$ cat config.mk
export PLATFORM = sky130hd
export DESIGN_NAME = ucsp_clock_prescaler
export DESIGN_NICKNAME = d
export VERILOG_FILES = /design/src/ucsp_pkg.sv /design/src/ucsp_clock_prescaler.sv
export SDC_FILE = /design/constraint.sdc
export NUM_CORES = 1
export LEC_CHECK = 0
export BUFFER_PORTS_ARGS = -buffer_cell sky130_fd_sc_hd__buf_2
export CAP_MARGIN = 20
export CORE_AREA = 2 2 50 52
export CTS_CLUSTER_SIZE = 25
export DETAILED_ROUTE_END_ITERATION = 8
export DIE_AREA = 0 0 52 54
export PLACE_DENSITY = 0.92
export SLEW_MARGIN = 20
export SYNTH_ARGS = -nofsm -noshare
export SYNTH_HDL_FRONTEND = slang
export SYNTH_SLANG_ARGS = --single-unit
$ cat constraint.sdc
create_clock -name mclk -period 5.43 [get_ports mclk]
set_input_delay 0.8145 -clock mclk [delete_from_list [all_inputs] [get_ports mclk]]
set_output_delay 0.8145 -clock mclk [all_outputs]
set_load 0.02 [all_outputs]
$ cat src/ucsp_pkg.sv
/*
 * ucsp_pkg: constants and carrier types for the serial port clock source
 * selection and fractional prescaler.
 * Assumes one 25 MHz system clock and pins already synchronous to it.
 */
package ucsp_pkg;

    // system clock
    localparam int UCSP_MCLK_HZ = 25_000_000;

    // prescaler ratio fields: integer part m, eighths n
    localparam int UCSP_M_W = 5;
    localparam int UCSP_N_W = 3;
    localparam int UCSP_RATIO_W = UCSP_M_W + UCSP_N_W;
    localparam int UCSP_ACC_W = UCSP_RATIO_W + 1;

    // one input edge is worth eight eighths
    localparam logic [UCSP_ACC_W-1:0] UCSP_EDGE_EIGHTHS = 9'h008;

    // ratio 1 0/8 used when m is programmed as zero
    localparam logic [UCSP_RATIO_W-1:0] UCSP_RATIO_ONE = 8'h08;

    // modem control register: prescaler enable bit position
    localparam int UCSP_MCR_PRESC_BIT = 7;
    localparam logic [7:0] UCSP_MCR_RESET = 8'h00;

    // line rate ceilings in bits per second
    localparam int UCSP_MAX_1X_BPS = 60_000_000;
    localparam int UCSP_MAX_NX_BPS = 15_000_000;

    // prescaler ratio carrier
    typedef struct packed {
        logic [UCSP_M_W-1:0] m;
        logic [UCSP_N_W-1:0] n;
    } ucsp_ratio_s;

    // clocking mode controls
    typedef struct packed {
        logic use_strap_clock;
        logic rx_ext_1x;
        logic tx_ext_1x;
        logic tx_clock_out;
    } ucsp_mode_s;

    // input clock source selection, oscillator or strap pin
    typedef enum logic [0:0] {
        UCSP_SRC_OSC,
        UCSP_SRC_STRAP
    } ucsp_src_e;

endpackage

$ cat src/ucsp_clock_prescaler.sv
/*
 * ucsp_clock_prescaler: clock source selection, M plus N/8 prescaler,
 * strap-controlled bypass and external 1x bit clock steering.
 * Assumes oscillator, strap and modem pins are synchronous to mclk and
 * that the host holds reset low when it does not use it.
 */
// Function
// - divide selected clock by m plus n/8, from 1 to 31 7/8.
// - strap high bypasses prescaler, strap low enables it; defaults high.
// - every hardware reset loads inverted strap into modem control bit 7.
// - software may take the input clock from the strap pin instead.
// - external receive mode samples data on the far party's 1x clock.
// - transmitter may use 1x clock from ri, and drive nx out on dtr.
// - 60 Mbps 1x and 15 Mbps oversampled ceilings need a faster mclk than 25 MHz.
`timescale 1ns/10ps

module ucsp_clock_prescaler #(
    parameter int M_W = ucsp_pkg::UCSP_M_W,
    parameter int N_W = ucsp_pkg::UCSP_N_W
) (
    input wire logic mclk,
    input wire logic reset,
    input wire logic oscillator_input,
    output logic oscillator_output,
    input wire logic clock_source_strap,
    input wire ucsp_pkg::ucsp_ratio_s ratio,
    input wire ucsp_pkg::ucsp_mode_s mode,
    input wire logic mcr_presc_wr,
    input wire logic mcr_presc_wdata,
    output logic mcr_presc_en,
    input wire logic dsr_n,
    input wire logic ri_n,
    input wire logic dtr_level_n,
    input wire logic serial_in,
    output logic dtr_n,
    output logic baud_tick,
    output logic rx_bit_tick,
    output logic rx_bit_data,
    output logic tx_bit_tick
);
    import ucsp_pkg::*;

    function automatic logic rising(input logic now, input logic was);
        rising = now & ~was;
    endfunction

    // m of zero would give a ratio below one, ticking faster than input edges, so treat it as ratio one
    function automatic logic [UCSP_RATIO_W-1:0] eighths(input ucsp_ratio_s r);
        if (r.m == '0) begin
            eighths = UCSP_RATIO_ONE;
        end else begin
            eighths = r;
        end
    endfunction

    ucsp_src_e src;
    logic src_clk;
    logic src_prev_r;
    logic src_edge;
    logic dsr_edge;
    logic ri_edge;
    logic dsr_prev_r;
    logic ri_prev_r;
    logic presc_en_r;
    logic [UCSP_RATIO_W-1:0] ratio8;
    logic [UCSP_ACC_W-1:0] acc_r;
    logic [UCSP_ACC_W-1:0] acc_sum;
    logic [UCSP_ACC_W-1:0] acc_nxt;
    logic div_hit;
    logic baud_nxt;
    logic baud_r;
    logic nx_clk_r;
    logic rx_tick_r;
    logic rx_data_r;
    logic tx_tick_r;
    logic dtr_r;

    // strap pin replaces the crystal path when software asks
    assign src = mode.use_strap_clock ? UCSP_SRC_STRAP : UCSP_SRC_OSC;
    assign src_clk = (src == UCSP_SRC_STRAP) ? clock_source_strap
                                             : oscillator_input;
    assign src_edge = rising(src_clk, src_prev_r);
    assign dsr_edge = rising(dsr_n, dsr_prev_r);
    assign ri_edge = rising(ri_n, ri_prev_r);

    // oscillator output is idle once the strap pin carries the clock
    assign oscillator_output = (src == UCSP_SRC_STRAP) ? 1'b0
                                                       : ~oscillator_input;

    // previous source level for the edge detector
    always_ff @(posedge mclk) begin
        if (reset) begin
            src_prev_r <= 1'b0;
        end else begin
            src_prev_r <= src_clk;
        end
    end

    // 1x clock pins idle high, so reset to one gives no false edge
    always_ff @(posedge mclk) begin
        if (reset) begin
            dsr_prev_r <= 1'b1;
        end else begin
            dsr_prev_r <= dsr_n;
        end
    end

    always_ff @(posedge mclk) begin
        if (reset) begin
            ri_prev_r <= 1'b1;
        end else begin
            ri_prev_r <= ri_n;
        end
    end

    // synchronous reset, so the strap level may be caught in the reset arm
    always_ff @(posedge mclk) begin
        if (reset) begin
            presc_en_r <= ~clock_source_strap;
        end else if (mcr_presc_wr) begin
            presc_en_r <= mcr_presc_wdata;
        end
    end
    assign mcr_presc_en = presc_en_r;

    // ratio in eighths, compared against the accumulator
    assign ratio8 = eighths(ratio);

    // accumulate eighths per input edge, emit a tick each full ratio
    always_comb begin
        acc_sum = acc_r + (src_edge ? UCSP_EDGE_EIGHTHS : '0);
        div_hit = acc_sum >= {1'b0, ratio8};
        acc_nxt = div_hit ? acc_sum - {1'b0, ratio8} : acc_sum;
    end

    // cleared while bypassed, so a re-enable starts from a clean count
    always_ff @(posedge mclk) begin
        if (reset || !presc_en_r) begin
            acc_r <= '0;
        end else begin
            acc_r <= acc_nxt;
        end
    end

    // bypass gives one tick per input edge, ratio exactly one
    always_comb begin
        if (presc_en_r) begin
            baud_nxt = div_hit;
        end else begin
            baud_nxt = src_edge;
        end
    end

    always_ff @(posedge mclk) begin
        if (reset) begin
            baud_r <= 1'b0;
        end else begin
            baud_r <= baud_nxt;
        end
    end
    assign baud_tick = baud_r;

    // nx clock level for the dtr pin, toggled on every baud tick
    always_ff @(posedge mclk) begin
        if (reset) begin
            nx_clk_r <= 1'b0;
        end else if (baud_r) begin
            nx_clk_r <= ~nx_clk_r;
        end
    end

    // rx tick on the rising edge of the far party's 1x clock when external, else internal baud tick
    always_ff @(posedge mclk) begin
        if (reset) begin
            rx_tick_r <= 1'b0;
        end else if (mode.rx_ext_1x) begin
            rx_tick_r <= dsr_edge;
        end else begin
            rx_tick_r <= baud_r;
        end
    end

    // data held between 1x edges in external mode, so it stands for the whole bit
    always_ff @(posedge mclk) begin
        if (reset) begin
            rx_data_r <= 1'b1;
        end else if (!mode.rx_ext_1x || dsr_edge) begin
            rx_data_r <= serial_in;
        end
    end
    assign rx_bit_tick = rx_tick_r;
    assign rx_bit_data = rx_data_r;

    // tx bit clock from ri when external, else internal baud tick
    always_ff @(posedge mclk) begin
        if (reset) begin
            tx_tick_r <= 1'b0;
        end else if (mode.tx_ext_1x) begin
            tx_tick_r <= ri_edge;
        end else begin
            tx_tick_r <= baud_r;
        end
    end
    assign tx_bit_tick = tx_tick_r;

    // clock out is independent of the tx clock source
    always_ff @(posedge mclk) begin
        if (reset) begin
            dtr_r <= 1'b1;
        end else if (mode.tx_clock_out) begin
            dtr_r <= nx_clk_r;
        end else begin
            dtr_r <= dtr_level_n;
        end
    end
    assign dtr_n = dtr_r;

    // limitation: at 25 MHz mclk, external 1x edges must be at least two
    // mclk periods apart, far below the 60 and 15 Mbps device ceilings
    // (UCSP_MAX_1X_BPS, UCSP_MAX_NX_BPS) reached with a faster mclk

endmodule // ucsp_clock_prescaler

### Word-level counts from Yosys, hierarchy flattened

Index checks and enable logic that the tools add are counted.

* word-level logic and storage cells: 41
* input bits: 22
* output and inout port bits: 7
* flip-flop bits (word level): 19

* add/sub/neg operators: 2
* order comparisons: 1
* reductions and logical operators: 6
* bitwise gates (word level): 9
* mux-type cells: 12

Operator list (number)
* 9-bit by 4-bit adder with 9-bit output: 1
* 9-bit by 8-bit >= comparator with 1-bit output: 1
* 1-bit 2-to-1 mux: 9
* 9-bit 2-to-1 mux: 1
* 9-bit by 8-bit subtractor with 9-bit output: 1
* 8-bit 2-to-1 mux: 1
* 1-bit NOT: 6
* 5-bit logical NOT: 1
* 4-bit 2-to-1 mux: 1
* 1-bit AND: 3
* 1-bit logical NOT: 2
* 1-bit logical OR: 2
* 2-bit nonzero test: 1

### Longest topological paths before layout

* depth in word-level cells: 7
* depth in mapped cells: 15
* mapped depth without buffers: 14

### Least setup slack after synthesis

Ideal clock, no wire load.

* path type: input-to-reg
* start: input mode[3] in the netlist's numbering
* end: register acc_r[7]
* setup slack: 2.075 ns
* stages: 15
* data required time: 5.314 ns
* arrival time: 3.239 ns
* library setup time: 0.116 ns
* path buffers: 1
* path through: mux2i_1 nor2_1 ha_1 ha_1 nand3_1 xor2_1 inv_1 ha_1 and4_1 a31oi_2 and3_1 buf_6 nor3_2 a31oi_1 and3_1

* word-level cells in the longest chain between the ends: 7
* elaborated cells on any way between the ends: 8
* classes of those cells: add/sub: 2; order compare: 1; mux: 4; bitwise: 1

RTL lines
* start, declared: RTL line ucsp_clock_prescaler.sv:27 `input wire ucsp_pkg::ucsp_mode_s mode,`
* 1-bit 2-to-1 mux *: RTL line ucsp_clock_prescaler.sv:79 `assign src = mode.use_strap_clock ? UCSP_SRC_STRAP : UCSP_SRC_OSC;`
* 1-bit 2-to-1 mux *: RTL line ucsp_clock_prescaler.sv:80 `assign src_clk = (src == UCSP_SRC_STRAP) ? clock_source_strap`
* 1-bit AND *: RTL line ucsp_clock_prescaler.sv:44 `rising = now & ~was;`
* 4-bit 2-to-1 mux *: RTL line ucsp_clock_prescaler.sv:131 `acc_sum = acc_r + (src_edge ? UCSP_EDGE_EIGHTHS : '0);`
* 9-bit by 4-bit adder with 9-bit output *: RTL line ucsp_clock_prescaler.sv:131
* 9-bit by 8-bit subtractor with 9-bit output or 9-bit by 8-bit >= comparator with 1-bit output (tied branches): RTL line ucsp_clock_prescaler.sv:133, ucsp_clock_prescaler.sv:132
* 9-bit 2-to-1 mux *: RTL line ucsp_clock_prescaler.sv:133 `acc_nxt = div_hit ? acc_sum - {1'b0, ratio8} : acc_sum;`
* end signal, assigned: RTL line ucsp_clock_prescaler.sv:141 `acc_r <= acc_nxt;`
* end, declared: RTL line ucsp_clock_prescaler.sv:66 `logic [UCSP_ACC_W-1:0] acc_r;`

Every way passes the cells marked *; elsewhere a longest branch is shown, timed or not.
A chain may end at the register's enable or synchronous reset.

### Worst setup path in the final report

Same ends and word-level chain as after synthesis.

==> flow_metrics.tcl <==
set metrics [dict create \
    fin_ws_ns 1.98 \
    holdPathStages 2 \
    r2r-end "acc_r[7]$_SDFF_PP0_" \
    ant_nets 0 \
    diodes 0 \
    drt_iter0_drc 25 \
    synth-seq-area-share 0.311 \
    slew_viol_final 0 \
    r2r-start "src_prev_r$_SDFF_PP0_" \
    hp-class "reg -> reg" \
    grt_pass1_vias 1048 \
    post-place-ws_ns 1.70 \
    grt_max_degree 14 \
    areaGrowthSynthToFinish_pct 14.2 \
    gp_congestion 0.914 \
    timing.final.crit_period_ns 3.45 \
    yosysUniqueCellTypes 46 \
    grt-ovfl-total 0 \
    synthTopCellsByArea "dfxtp_1 29%, ha_1 9.0%, xnor2_1 5.6%, a21oi_1 4.8%, nand3_1 2.8%" \
    critPathArrivalTime_ns 3.70 \
    holdWs_ns 0.488 \
    grt_usage 0.201 \
    clk_pin_slew_ns 0.11 \
    rows 18 \
    initial_core_util 0.542 \
    critical_path_class "in -> reg" \
    syn_area_mm2 0.00126 \
    leakage_nw 0.655 \
    relSlewSlack 0.703 \
    cts-buffers-inserted 3 \
    synthArstFlopShare 0 \
    cp.required_ns 5.68 \
    cts_resized 0 \
    worst_pin_slew_ns 0.441 \
    cts_setup_buffers 0 \
    timing.fmax_ghz 0.290 \
    grt_setup_unrepaired "false" \
    hold_end "acc_r[0]$_SDFFE_PP0P_" \
    crit_path_end_kind "register" \
    nets 205 \
    dieWidth_um 52 \
    synth.top_cell.area_share 0.287 \
    syn_area_per_cell_um2 8.72 \
    synthesis.nets 176 \
    via_per_inst 5.69 \
    finClkSkew_ns 0.00239 \
    cts_root_buffer "clkbuf_4" \
    core_mm2 0.00232 \
    reg2reg_depth 13 \
    multi_input_area_um2 810 \
    clock_latency_ns 0.30 \
    start_kind "input port" \
    die-area_mm2 0.00281 \
    antenna_found_initial 0 \
    synth-edff-count 1 \
    ys_ff_latch 19 \
    cts_tree "yes" \
    cp_slowest_cell "and3_1" \
    hold_buffers 0 \
    seqCellArea_um2 390 \
    crit_fanout 9 \
    pin_count 29 \
    n_fill_cell 209 \
    crit_path_cell_trace "buf_2 -> mux2i_1 -> nor2_1 -> ha_1 -> ha_1 -> nand3_1 -> xor2_1 -> inv_1 -> ha_1 -> and4_1 -> a31oi_2 -> and3_1 -> nor3_2 -> a31oi_1 -> and3_1" \
    fin_cells 202 \
    r2r_setup_slack_ns 2.45 \
    total_power_mw 0.305 \
    setup_viol 0 \
    drt-total-wl_mm 2.72 \
    max-vdd-ir-drop_mv 0.208 \
    cts_sinks 19 \
    hold_start "acc_r[0]$_SDFFE_PP0P_" \
    drive_gt1_frac 0.233 \
    clk_path_buf_depth 2 \
    maxCapViolations 0 \
    cpMostUsedCell "ha_1" \
    fin_crit_sh 0.635 \
    h-tree-depth 1 \
    synth_area_leader_cell "dfxtp_1" \
    finalSetupTns_ns 0 \
    via_count 1149 \
    synthCells 144 \
    drcViolationCount 0 \
    io_buffers 28 \
    slowest_delay_ns 0.39 \
    wl_per_cell_um 13.5 \
    synth_flop_cell "dfxtp_1" \
    p_per_area_mw_per_mm2 212 \
    die_y_um 54 \
    dr.pass1.iters 4 \
    grt_pass1_wl_mm 4.17 \
    synth_most_common_cell "dfxtp_1" \
    hpwlAfterDp_mm 2.26 \
    placed_cells 198 \
    synth_commonest_cells "18 x dfxtp_1, 12 x a21oi_1, 9 x ha_1" \
    outcome "complete, no violations" \
    hold_violations 0 \
    ys_warn_count 0 \
]
==> registers in the layout, indices dropped and copies added (netlist names) <==
signal and count:
ri_prev_r 1, src_prev_r 1, acc_r 9, baud_tick 1
nx_clk_r 1, tx_bit_tick 1, rx_bit_data 1, mcr_presc_en 1
rx_bit_tick 1, dsr_prev_r 1, dtr_n 1
==> worst max-delay path: cells and delay by family <==
family,cells,cell delay (ns)
AOI/OAI and AO/OA,2,0.30
xor gates and xnor gates,1,0.29
adders and majority gates,3,0.80
buffers and inverters,2,0.23
muxes,1,0.22
and+or+nand+nor,6,1.05
==> per-stage QoR <==
step | instance area (um2) | utilization
finish | 1440 | 0.619
global route | 1440 | 0.619
CTS | 1440 | 0.619
detailed placement | 1410 | 0.607
global placement | 1410 | 0.607
floorplan | 1260 | -
==> cells in the final DEF (no fill, tap or decap), types with 3 or more instances in the layout <==
cell type / synthesis / layout
nor2b_1: 3 / 3
buf_2: 0 / 28
and3_1: 3 / 3
nand4_1: 3 / 3
nand3_1: 7 / 7
o21ai_0: 4 / 4
ha_1: 9 / 9
dfxtp_1: 18 / 18
nor2_1: 8 / 8
nand2b_1: 4 / 4
inv_1: 8 / 8
or2_2: 3 / 3
nand2_1: 8 / 8
clkbuf_4: 0 / 3
a21oi_1: 12 / 12
nor3_1: 3 / 3
o21ai_1: 3 / 3
xnor2_1: 8 / 8
o21a_1: 3 / 3
==> kinds of logic (layout without fill, tap and decap cells) <==
group,after synthesis,count (layout),share of synthesized area
mux,2,2,0.0159
buf+inv,12,40,0.0448
fa+ha+maj,11,11,0.114
simple gates,50,50,0.214
xor+xnor,11,11,0.0877
flops,19,19,0.311
compound gates,39,39,0.213
==> where the power goes <==
| part | leakage (nW) | internal [mW] | switching, mW | total [mW] |
|---|---|---|---|---|
| clock | 0.0177 | 0.0275 | 0.0445 | 0.0720 |
| combinational | 0.480 | 0.0360 | 0.0442 | 0.0803 |
| sequential | 0.157 | 0.148 | 0.00445 | 0.153 |
==> layout make-up <==
cell class                      instances  area share
Sequential cell                        19       0.272
Clock inverter                          1     0.00349
Multi-Input combinational cell        113       0.564
Inverter                                8      0.0209
Clock buffer                            3      0.0157
Tap cell                               30      0.0262
Timing Repair Buffer                   28      0.0976
==> worst max-delay path by stage <==
stage	startpoint	end	cells past startpoint
floorplan	mode[3]	acc_r[7]$_SDFF_PP0_	15
global placement	mode[3]	acc_r[7]$_SDFF_PP0_	15
detailed placement	mode[3]	acc_r[7]$_SDFF_PP0_	15
CTS	mode[3]	acc_r[7]$_SDFF_PP0_	15
global route	mode[3]	acc_r[7]$_SDFF_PP0_	15
finish	mode[3]	acc_r[7]$_SDFF_PP0_	15
==> routing by layer <==
metal  share of wire  up-vias  GRT usage
met4           0.012        0     0.0833
met2            0.54       29      0.369
li1                -      576          -
met1            0.41      540      0.219
met5               0        -          0
met3           0.042        4     0.0528
Power figures use the tool's default switching activity.
